<file path="src/rtl/comparator_control_defines.svh">
// Constants for the comparator control block
`ifndef COMPARATOR_CONTROL_DEFINES_SVH
`define COMPARATOR_CONTROL_DEFINES_SVH
`define CMP_CTL0_ADDR     16'hFF62
`define CMP_CTL_STRIDE    16'h0002
`define CMP_LVL0_ADDR     16'hFF68
`define CMP_CTL_RESET     8'h00
`define CMP_LVL_RESET     8'h00
`define CMP_CTL_WMASK     8'hFB
`define CMP_LVL_WMASK     8'h9F
`define CMP_BIT_ENABLE    7
`define CMP_BIT_FILT_HI   6
`define CMP_BIT_FILT_LO   5
`define CMP_BIT_REF_HI    4
`define CMP_BIT_REF_LO    3
`define CMP_BIT_GATE      1
`define CMP_BIT_INVERT    0
`define CMP_BIT_REFGEN    7
`define CMP_LVL_HI        4
`define CMP_FILT_CNT_W    4
`define CMP_FILT_LIM_01   4'h2
`define CMP_FILT_LIM_10   4'h4
`define CMP_FILT_LIM_11   5'h10
`endif

</file>
<file path="src/rtl/comparator_control_pkg.sv">
// Types shared by the comparator control block
package comparator_control_pkg;
    typedef enum logic [1:0] {
        FILT_OFF = 2'b00,
        FILT_W2  = 2'b01,
        FILT_W4  = 2'b10,
        FILT_W16 = 2'b11
    } filter_width_e;
    typedef enum logic [1:0] {
        REF_LEVEL_ZERO = 2'b00,
        REF_LEVEL_ONE  = 2'b01,
        REF_LEVEL_TWO  = 2'b10,
        REF_COMMON_PIN = 2'b11
    } reference_select_e;
    typedef logic [7:0] reg_byte_t;
endpackage : comparator_control_pkg

</file>
<file path="src/rtl/comparator_channel.sv">
// One comparator output path: synchroniser, noise filter, polarity, gate, edge detect
`timescale 1ns/1ps
`include "comparator_control_defines.svh"
module comparator_channel (
    input  wire logic       sys_clk,
    input  wire logic       rst_n,
    input  wire logic       raw_result,
    input  wire logic       enable,
    input  wire logic [1:0] filter_code,
    input  wire logic       invert,
    input  wire logic       gate,
    input  wire logic       rise_en,
    input  wire logic       fall_en,
    output logic            cmp_out,
    output logic            irq
);
    logic [2:0] sync_q;
    logic       samp_q;
    logic       filt_q;
    logic [4:0] cnt_q;
    logic [4:0] limit;
    logic       out_q;
    logic       prev_q;
    logic       irq_q;

    // ------------------------------------------------------------
    // Synchroniser
    // ------------------------------------------------------------
    always_ff @(posedge sys_clk or negedge rst_n) begin
        if (!rst_n) begin
            sync_q <= 3'h0;
        end else begin
            sync_q <= {sync_q[1:0], raw_result};
        end
    end

    // A level counts only once two stages agree
    always_ff @(posedge sys_clk or negedge rst_n) begin
        if (!rst_n) begin
            samp_q <= 1'b0;
        end else if (sync_q[1] == sync_q[2]) begin
            samp_q <= sync_q[2];
        end
    end

    // ------------------------------------------------------------
    // Noise filter
    // ------------------------------------------------------------
    always_comb begin
        unique case (comparator_control_pkg::filter_width_e'(filter_code))
            comparator_control_pkg::FILT_W2:  limit = {1'b0, `CMP_FILT_LIM_01};
            comparator_control_pkg::FILT_W4:  limit = {1'b0, `CMP_FILT_LIM_10};
            comparator_control_pkg::FILT_W16: limit = `CMP_FILT_LIM_11;
            comparator_control_pkg::FILT_OFF: limit = 5'h01;
        endcase
    end

    // Sampling the level adds up to one clock of extra rejection
    always_ff @(posedge sys_clk or negedge rst_n) begin
        if (!rst_n) begin
            filt_q <= 1'b0;
            cnt_q  <= 5'h00;
        end else if (!enable) begin
            filt_q <= 1'b0;
            cnt_q  <= 5'h00;
        end else if (filter_code == comparator_control_pkg::FILT_OFF) begin
            filt_q <= samp_q;
            cnt_q  <= 5'h00;
        end else if (samp_q == filt_q) begin
            cnt_q  <= 5'h00;
        end else if (cnt_q == limit - 5'h01) begin
            filt_q <= samp_q;
            cnt_q  <= 5'h00;
        end else begin
            cnt_q  <= cnt_q + 5'h01;
        end
    end

    // ------------------------------------------------------------
    // Polarity, gate and edge detect
    // ------------------------------------------------------------
    always_ff @(posedge sys_clk or negedge rst_n) begin
        if (!rst_n) begin
            out_q <= 1'b0;
        end else begin
            out_q <= gate & enable & (filt_q ^ invert);
        end
    end

    always_ff @(posedge sys_clk or negedge rst_n) begin
        if (!rst_n) begin
            prev_q <= 1'b0;
            irq_q  <= 1'b0;
        end else begin
            prev_q <= out_q;
            irq_q  <= (rise_en & out_q & ~prev_q) | (fall_en & ~out_q & prev_q);
        end
    end

    assign cmp_out = out_q;
    assign irq     = irq_q;

    gate_low_out_a: assert property (@(posedge sys_clk) disable iff (!rst_n)
        !gate |=> !cmp_out) else $error("output not low while gated off");
    bypass_path_a: assert property (@(posedge sys_clk) disable iff (!rst_n)
        (enable && gate && filter_code == 2'b00 && !invert)[*3] |-> cmp_out == $past(samp_q, 2))
        else $error("bypass path does not follow input");
    invert_path_a: assert property (@(posedge sys_clk) disable iff (!rst_n)
        (enable && gate && invert)[*2] |-> cmp_out == !$past(filt_q))
        else $error("inverted output wrong");
    rise_irq_a: assert property (@(posedge sys_clk) disable iff (!rst_n)
        (rise_en && $rose(cmp_out)) |=> irq) else $error("rising edge lost");
    short_pulse_a: assert property (@(posedge sys_clk) disable iff (!rst_n)
        (enable && filter_code == 2'b10 && $changed(samp_q) && samp_q != filt_q)
        ##1 (enable && samp_q != filt_q)[*2] ##1 $changed(samp_q) |-> $stable(filt_q))
        else $error("short pulse passed the filter");
endmodule : comparator_channel

</file>
<file path="src/rtl/comparator_control.sv">
// Comparator control registers and output paths for all channels
//
// Summary of operation
// - Three identical comparator channels, each with own control byte and output path.
// - Selected rising or falling output edges raise an interrupt request pulse.
// - Processed comparator outputs go to the timers.
// - Bits 6:5 set filter: off, or reject under 2, 4, 16 clocks.
// - Control registers reset to zero.
// - Registers take byte writes and single-bit set or clear.
// - Bit 7 enables the comparator and its input pins.
// - Bits 4:3 pick levels zero, one, two or common pin.
// - Bit 1 gates output; clear holds output low.
// - Bit 0 inverts output polarity.
// - Filter may reject one clock longer than programmed.
// - Level-select register bit 7 enables the reference generator for all.
`timescale 1ns/1ps
`include "comparator_control_defines.svh"
module comparator_control #(
    parameter int NUM_CH = 3
) (
    input  wire logic                sys_clk,
    input  wire logic                reset_n,
    input  wire logic [15:0]         cpu_addr,
    input  wire logic                cpu_wr_en,
    input  wire logic [7:0]          cpu_wr_data,
    input  wire logic                cpu_bit_set,
    input  wire logic                cpu_bit_clr,
    input  wire logic [2:0]          cpu_bit_sel,
    input  wire logic                cpu_rd_en,
    output logic      [7:0]          cpu_rd_data,
    input  wire logic [NUM_CH-1:0]   raw_result,
    input  wire logic [NUM_CH-1:0]   rising_edge_irq_enable,
    input  wire logic [NUM_CH-1:0]   falling_edge_irq_enable,
    output logic      [NUM_CH-1:0]   comparator_enable,
    output logic      [2*NUM_CH-1:0] reference_select,
    output logic      [NUM_CH-1:0]   comparator_out,
    output logic      [NUM_CH-1:0]   edge_irq,
    output logic                     reference_generator_enable,
    output logic      [4:0]          internal_level_zero_code
);
    // The address map only leaves room for three control bytes
    if (NUM_CH < 1 || NUM_CH > 3) begin : g_num_ch_check
        $error("NUM_CH must be 1 to 3");
    end

    // ------------------------------------------------------------
    // Reset release
    // ------------------------------------------------------------
    logic [1:0] rst_sync_q;
    logic       rst_n;

    always_ff @(posedge sys_clk or negedge reset_n) begin
        if (!reset_n) begin
            rst_sync_q <= 2'h0;
        end else begin
            rst_sync_q <= {rst_sync_q[0], 1'b1};
        end
    end
    assign rst_n = rst_sync_q[1];

    // ------------------------------------------------------------
    // Register file
    // ------------------------------------------------------------
    comparator_control_pkg::reg_byte_t ctl_q [NUM_CH];
    comparator_control_pkg::reg_byte_t lvl_q;
    comparator_control_pkg::reg_byte_t rd_q;
    logic [7:0]                        bit_mask;

    assign bit_mask = 8'h01 << cpu_bit_sel;

    // Byte write, or bit set/clear; bit 2 and other fixed bits stay zero
    function automatic logic [7:0] upd(input logic [7:0] cur, input logic [7:0] wmask);
        logic [7:0] nxt;
        nxt = cur;
        if (cpu_wr_en) begin
            nxt = cpu_wr_data;
        end else if (cpu_bit_set) begin
            nxt = cur | bit_mask;
        end else if (cpu_bit_clr) begin
            nxt = cur & ~bit_mask;
        end
        return nxt & wmask;
    endfunction : upd

    for (genvar i = 0; i < NUM_CH; i++) begin : g_ctl
        localparam logic [15:0] ADDR = 16'(`CMP_CTL0_ADDR + i * `CMP_CTL_STRIDE);
        always_ff @(posedge sys_clk or negedge rst_n) begin
            if (!rst_n) begin
                ctl_q[i] <= `CMP_CTL_RESET;
            end else if (cpu_addr == ADDR) begin
                ctl_q[i] <= upd(ctl_q[i], `CMP_CTL_WMASK);
            end
        end
    end

    always_ff @(posedge sys_clk or negedge rst_n) begin
        if (!rst_n) begin
            lvl_q <= `CMP_LVL_RESET;
        end else if (cpu_addr == `CMP_LVL0_ADDR) begin
            lvl_q <= upd(lvl_q, `CMP_LVL_WMASK);
        end
    end

    // Read data is registered; unmapped addresses read zero
    always_ff @(posedge sys_clk or negedge rst_n) begin
        if (!rst_n) begin
            rd_q <= 8'h00;
        end else if (cpu_rd_en) begin
            rd_q <= 8'h00;
            if (cpu_addr == `CMP_LVL0_ADDR) begin
                rd_q <= lvl_q;
            end
            for (int k = 0; k < NUM_CH; k++) begin
                if (cpu_addr == 16'(`CMP_CTL0_ADDR + k * `CMP_CTL_STRIDE)) begin
                    rd_q <= ctl_q[k];
                end
            end
        end
    end
    assign cpu_rd_data = rd_q;

    // ------------------------------------------------------------
    // Channels
    // ------------------------------------------------------------
    for (genvar i = 0; i < NUM_CH; i++) begin : g_ch
        // Settings are applied directly; software keeps them still while enabled
        assign comparator_enable[i] = ctl_q[i][`CMP_BIT_ENABLE];
        assign reference_select[2*i +: 2] =
            ctl_q[i][`CMP_BIT_REF_HI:`CMP_BIT_REF_LO];

        comparator_channel u_ch (
            .sys_clk     (sys_clk),
            .rst_n       (rst_n),
            .raw_result  (raw_result[i]),
            .enable      (ctl_q[i][`CMP_BIT_ENABLE]),
            .filter_code (ctl_q[i][`CMP_BIT_FILT_HI:`CMP_BIT_FILT_LO]),
            .invert      (ctl_q[i][`CMP_BIT_INVERT]),
            .gate        (ctl_q[i][`CMP_BIT_GATE]),
            .rise_en     (rising_edge_irq_enable[i]),
            .fall_en     (falling_edge_irq_enable[i]),
            .cmp_out     (comparator_out[i]),
            .irq         (edge_irq[i])
        );
    end

    // Generator is shared; software turns it on before any channel
    assign reference_generator_enable = lvl_q[`CMP_BIT_REFGEN];
    assign internal_level_zero_code   = lvl_q[`CMP_LVL_HI:0];

    // ------------------------------------------------------------
    // Checks
    // ------------------------------------------------------------
    reset_zero_a: assert property (@(posedge sys_clk)
        $rose(rst_n) |-> ctl_q[0] == 8'h00 && comparator_out == '0)
        else $error("control not zero after reset");
    bit2_zero_a: assert property (@(posedge sys_clk) disable iff (!rst_n)
        ctl_q[0][2] == 1'b0) else $error("bit 2 not zero");
    byte_write_a: assert property (@(posedge sys_clk) disable iff (!rst_n)
        (cpu_wr_en && cpu_addr == 16'hFF62) |=> ctl_q[0] == ($past(cpu_wr_data) & 8'hFB))
        else $error("byte write not stored");
    bit_set_a: assert property (@(posedge sys_clk) disable iff (!rst_n)
        (!cpu_wr_en && cpu_bit_set && cpu_addr == 16'hFF62 && cpu_bit_sel == 3'h7)
        |=> comparator_enable[0] && $stable(ctl_q[0][6:0]))
        else $error("bit set failed");
    read_back_a: assert property (@(posedge sys_clk) disable iff (!rst_n)
        (cpu_rd_en && !cpu_wr_en && !cpu_bit_set && !cpu_bit_clr && cpu_addr == 16'hFF64)
        |=> cpu_rd_data == $past(ctl_q[1])) else $error("read data wrong");
    disabled_low_a: assert property (@(posedge sys_clk) disable iff (!rst_n)
        !comparator_enable[0] [*2] |-> !comparator_out[0])
        else $error("disabled comparator drives output");
endmodule : comparator_control

</file>
<file path="config.mk">
export PLATFORM = sky130hd
export DESIGN_NAME = comparator_control
export DESIGN_NICKNAME = d
export VERILOG_FILES = /design/src/rtl/comparator_control_pkg.sv /design/src/rtl/comparator_channel.sv /design/src/rtl/comparator_control.sv
export VERILOG_INCLUDE_DIRS = /design/src /design/src/rtl
export SDC_FILE = /design/constraint.sdc
export NUM_CORES = 1
export LEC_CHECK = 0
export BUFFER_PORTS_ARGS = -buffer_cell sky130_fd_sc_hd__buf_4
export CAP_MARGIN = 20
export CORE_ASPECT_RATIO = 1.4
export CORE_MARGIN = 5
export CORE_UTILIZATION = 45
export CTS_CLUSTER_DIAMETER = 100
export CTS_CLUSTER_SIZE = 40
export DETAILED_ROUTE_END_ITERATION = 10
export PLACE_DENSITY = 0.7
export SLEW_MARGIN = 20
export SYNTH_ARGS = -nofsm -noshare
export SYNTH_HDL_FRONTEND = slang
export SYNTH_SLANG_ARGS = --single-unit
</file>
<file path="constraint.sdc">
create_clock -name sys_clk -period 2.1 [get_ports sys_clk]
set_input_delay 0.63 -clock sys_clk [delete_from_list [all_inputs] [get_ports sys_clk]]
set_output_delay 0.63 -clock sys_clk [all_outputs]
set_load 0.02 [all_outputs]
</file>
==> out/metrics.yaml <==
cts_tree: "yes"
syn_area_per_cell_sq_um: 11.0
dp_hpwl_mm: 6.77
async_reset_ff_share_pct: 100
drive_gt1_share_pct: 36.5
ys_warn_count: 0
setup_viol: 0
area_growth_pct: 28.6
p_leak_nw: 2.21
cts_max_level: 3
crit_required_ns: 2.32
n_fill_cell: 715
finalHoldViolations: 0
vdd_drop_max_mv: 0.529
clk_pin_slew_worst_paths_ns: 0.06
synth.distinct_cells: 55
fp.dieH_um: 117
worstSetupStartpointType: "primary input"
holdWs_ns: 0.0594
grt_max_degree: 52
path_class: "in -> reg"
numCtsBuffers: 9
finClkSkew_ns: 0.00631
start_util_pct: 45.8
grt-ovfl-total: 0
crit_fanout: 7
vias: 2939
rsz0062_at_grt: "no"
cts_sinks: 76
clockBufferDepth: 2
num_antenna_cells: 0
fin_nets: 467
first_pass_iters: 4
grt_use_total_pct: 19.2
finalCritPeriodShare_pct: 96.0
dp.cells: 513
syn_nets: 383
dp_slack_ns: -0.274
min_path_type: "in -> async"
dieWidth_um: 86.7
grt_pass1_wl_mm: 15.2
postCtsHoldBufs: 0
port_buffers: 70
antenna_found_initial: 0
slew_viol_final: 0
drtAntennaViolNets: 0
maxCapViolations: 0
crit_path_end_kind: "flop"
die_area_sq_um: 10200
final_common_cell: "buf_4"
ys.flop_type: "dfrtp_1"
fin_ws_ns: 0.0848
slew_headroom_pct: 66.9
routed_wl_mm: 9.10
fin_crit_ns: 2.02
num_rows: 39
clock_latency_ns: 0.34
root_buffer: "clkbuf_16"
core_area_sq_um: 8100
drt_first_iter_violations: 107
cp.arrival_ns: 2.24
drc_errors: 0
mostFrequentLayoutCells: "96 x buf_4, 75 x dfrtp_1, 26 x nor2_1"
vias_per_cell: 5.56
grt_pass1_vias: 3055
ctsResizeCount: 0
seq_area_frac_synth_pct: 51.3
place_congestion: 0.854
ioPinCount: 71
synth_seq_cells: 76
powerDensity_nw_per_um2: 680
stdcell_count: 529
outcome: "completed"
worst_pin_slew_ns: 0.492
wl_per_cell_um: 17.2
synthCells: 338
synth-edff-count: 0
synthesis.area_sq_um: 3710
fmax_mhz: 496
postCtsSetupBuffers: 0
tns_ns: 0
==> final timing paths <==
check / end / from / slack (ns) / cells after the start
worst min register to register: g_ch[1].u_ch.sync_q[0] / rst_sync_q[1] / 0.24 / 0
max in group asynchronous: g_ch[2].u_ch.irq / rst_sync_q[1] / 1.27 / 1
worst min-delay path: rst_sync_q[1] / reset_n / 0.06 / 1
worst max register to register: g_ch[0].u_ch.filt_q / g_ch[0].u_ch.cnt_q[2] / 0.42 / 4
worst max-delay path: flop / cpu_addr[0] / 0.08 / 5
min in group sys_clk: g_ch[0].u_ch.sync_q[1] / g_ch[0].u_ch.sync_q[0] / 0.35 / 0
==> per-stage QoR <==
step	utilization [%]	total power [mW]	area (sq um)
after floorplan	-	1.64	3770
after CTS	58.9	3.27	4770
final	58.9	3.24	4770
after detailed placement	55.3	1.79	4480
after global placement	55.3	1.79	4480
after global routing	58.9	3.36	4770
==> critical path, cell delays in order <==
cell and delay, ns:
buf_4 0.12, or3b_4 0.38, or3b_1 0.54, nor3_2 0.22, mux2_1 0.34
==> logic make-up after synthesis <==
logic type | synth area share [%]
XOR/XNOR | 3.54
buffers and inverters | 5.16
AND/OR/NAND/NOR | 18.5
AO/OA/AOI/OAI | 10.9
flip-flops | 51.3
multiplexers | 8.70
adder cells (fa/ha/maj) | 1.82
other | 0.101
==> routing by layer <==
metal	global-route usage, %	routed length, um	share of wire [%]
met2	32.9	4900	54
met4	12.1	395	4.3
met1	22.1	3500	38
met3	2.45	307	3.4
met5	0	0	0
==> synth_stat cells (all sizes together) (4+ instances only) <==
master,instances,area share (%)
nor3,28,4.7
and3,6,1.0
inv,8,0.81
mux2,26,7.9
a21oi,8,1.1
buf,19,3.7
a31oi,5,0.84
nor4b,4,1.1
clkbuf,6,0.61
o21ai,5,0.67
xor2,12,2.8
o31ai,5,1.0
nand4,7,1.2
nand2,24,2.4
dfrtp,76,51
o21a,4,0.81
nand3,8,1.1
o32ai,4,0.94
nor2,26,2.6
==> area by class of cell <==
cell class	count	area [sq um]	share of cell area, %
timing repair buffer	98	761	15.9
tap	102	128	2.68
clock buffer	12	267	5.59
sequential	76	1910	40.0
clock inverter	4	22.5	0.472
inverter	8	30.0	0.630
multi-input combinational	229	1660	34.7
==> report_power, final <==
| part | internal [mW] | switching (mW) | leakage (nW) | total, mW |
|---|---|---|---|---|
| Combinational | 0.123 | 0.130 | 1.05 | 0.253 |
| Sequential | 1.49 | 0.0237 | 1.02 | 1.51 |
| Clock | 0.890 | 0.590 | 0.144 | 1.48 |
| Total | 2.50 | 0.743 | 2.21 | 3.24 |
No activity file was read; power rests on OpenSTA's default activity.
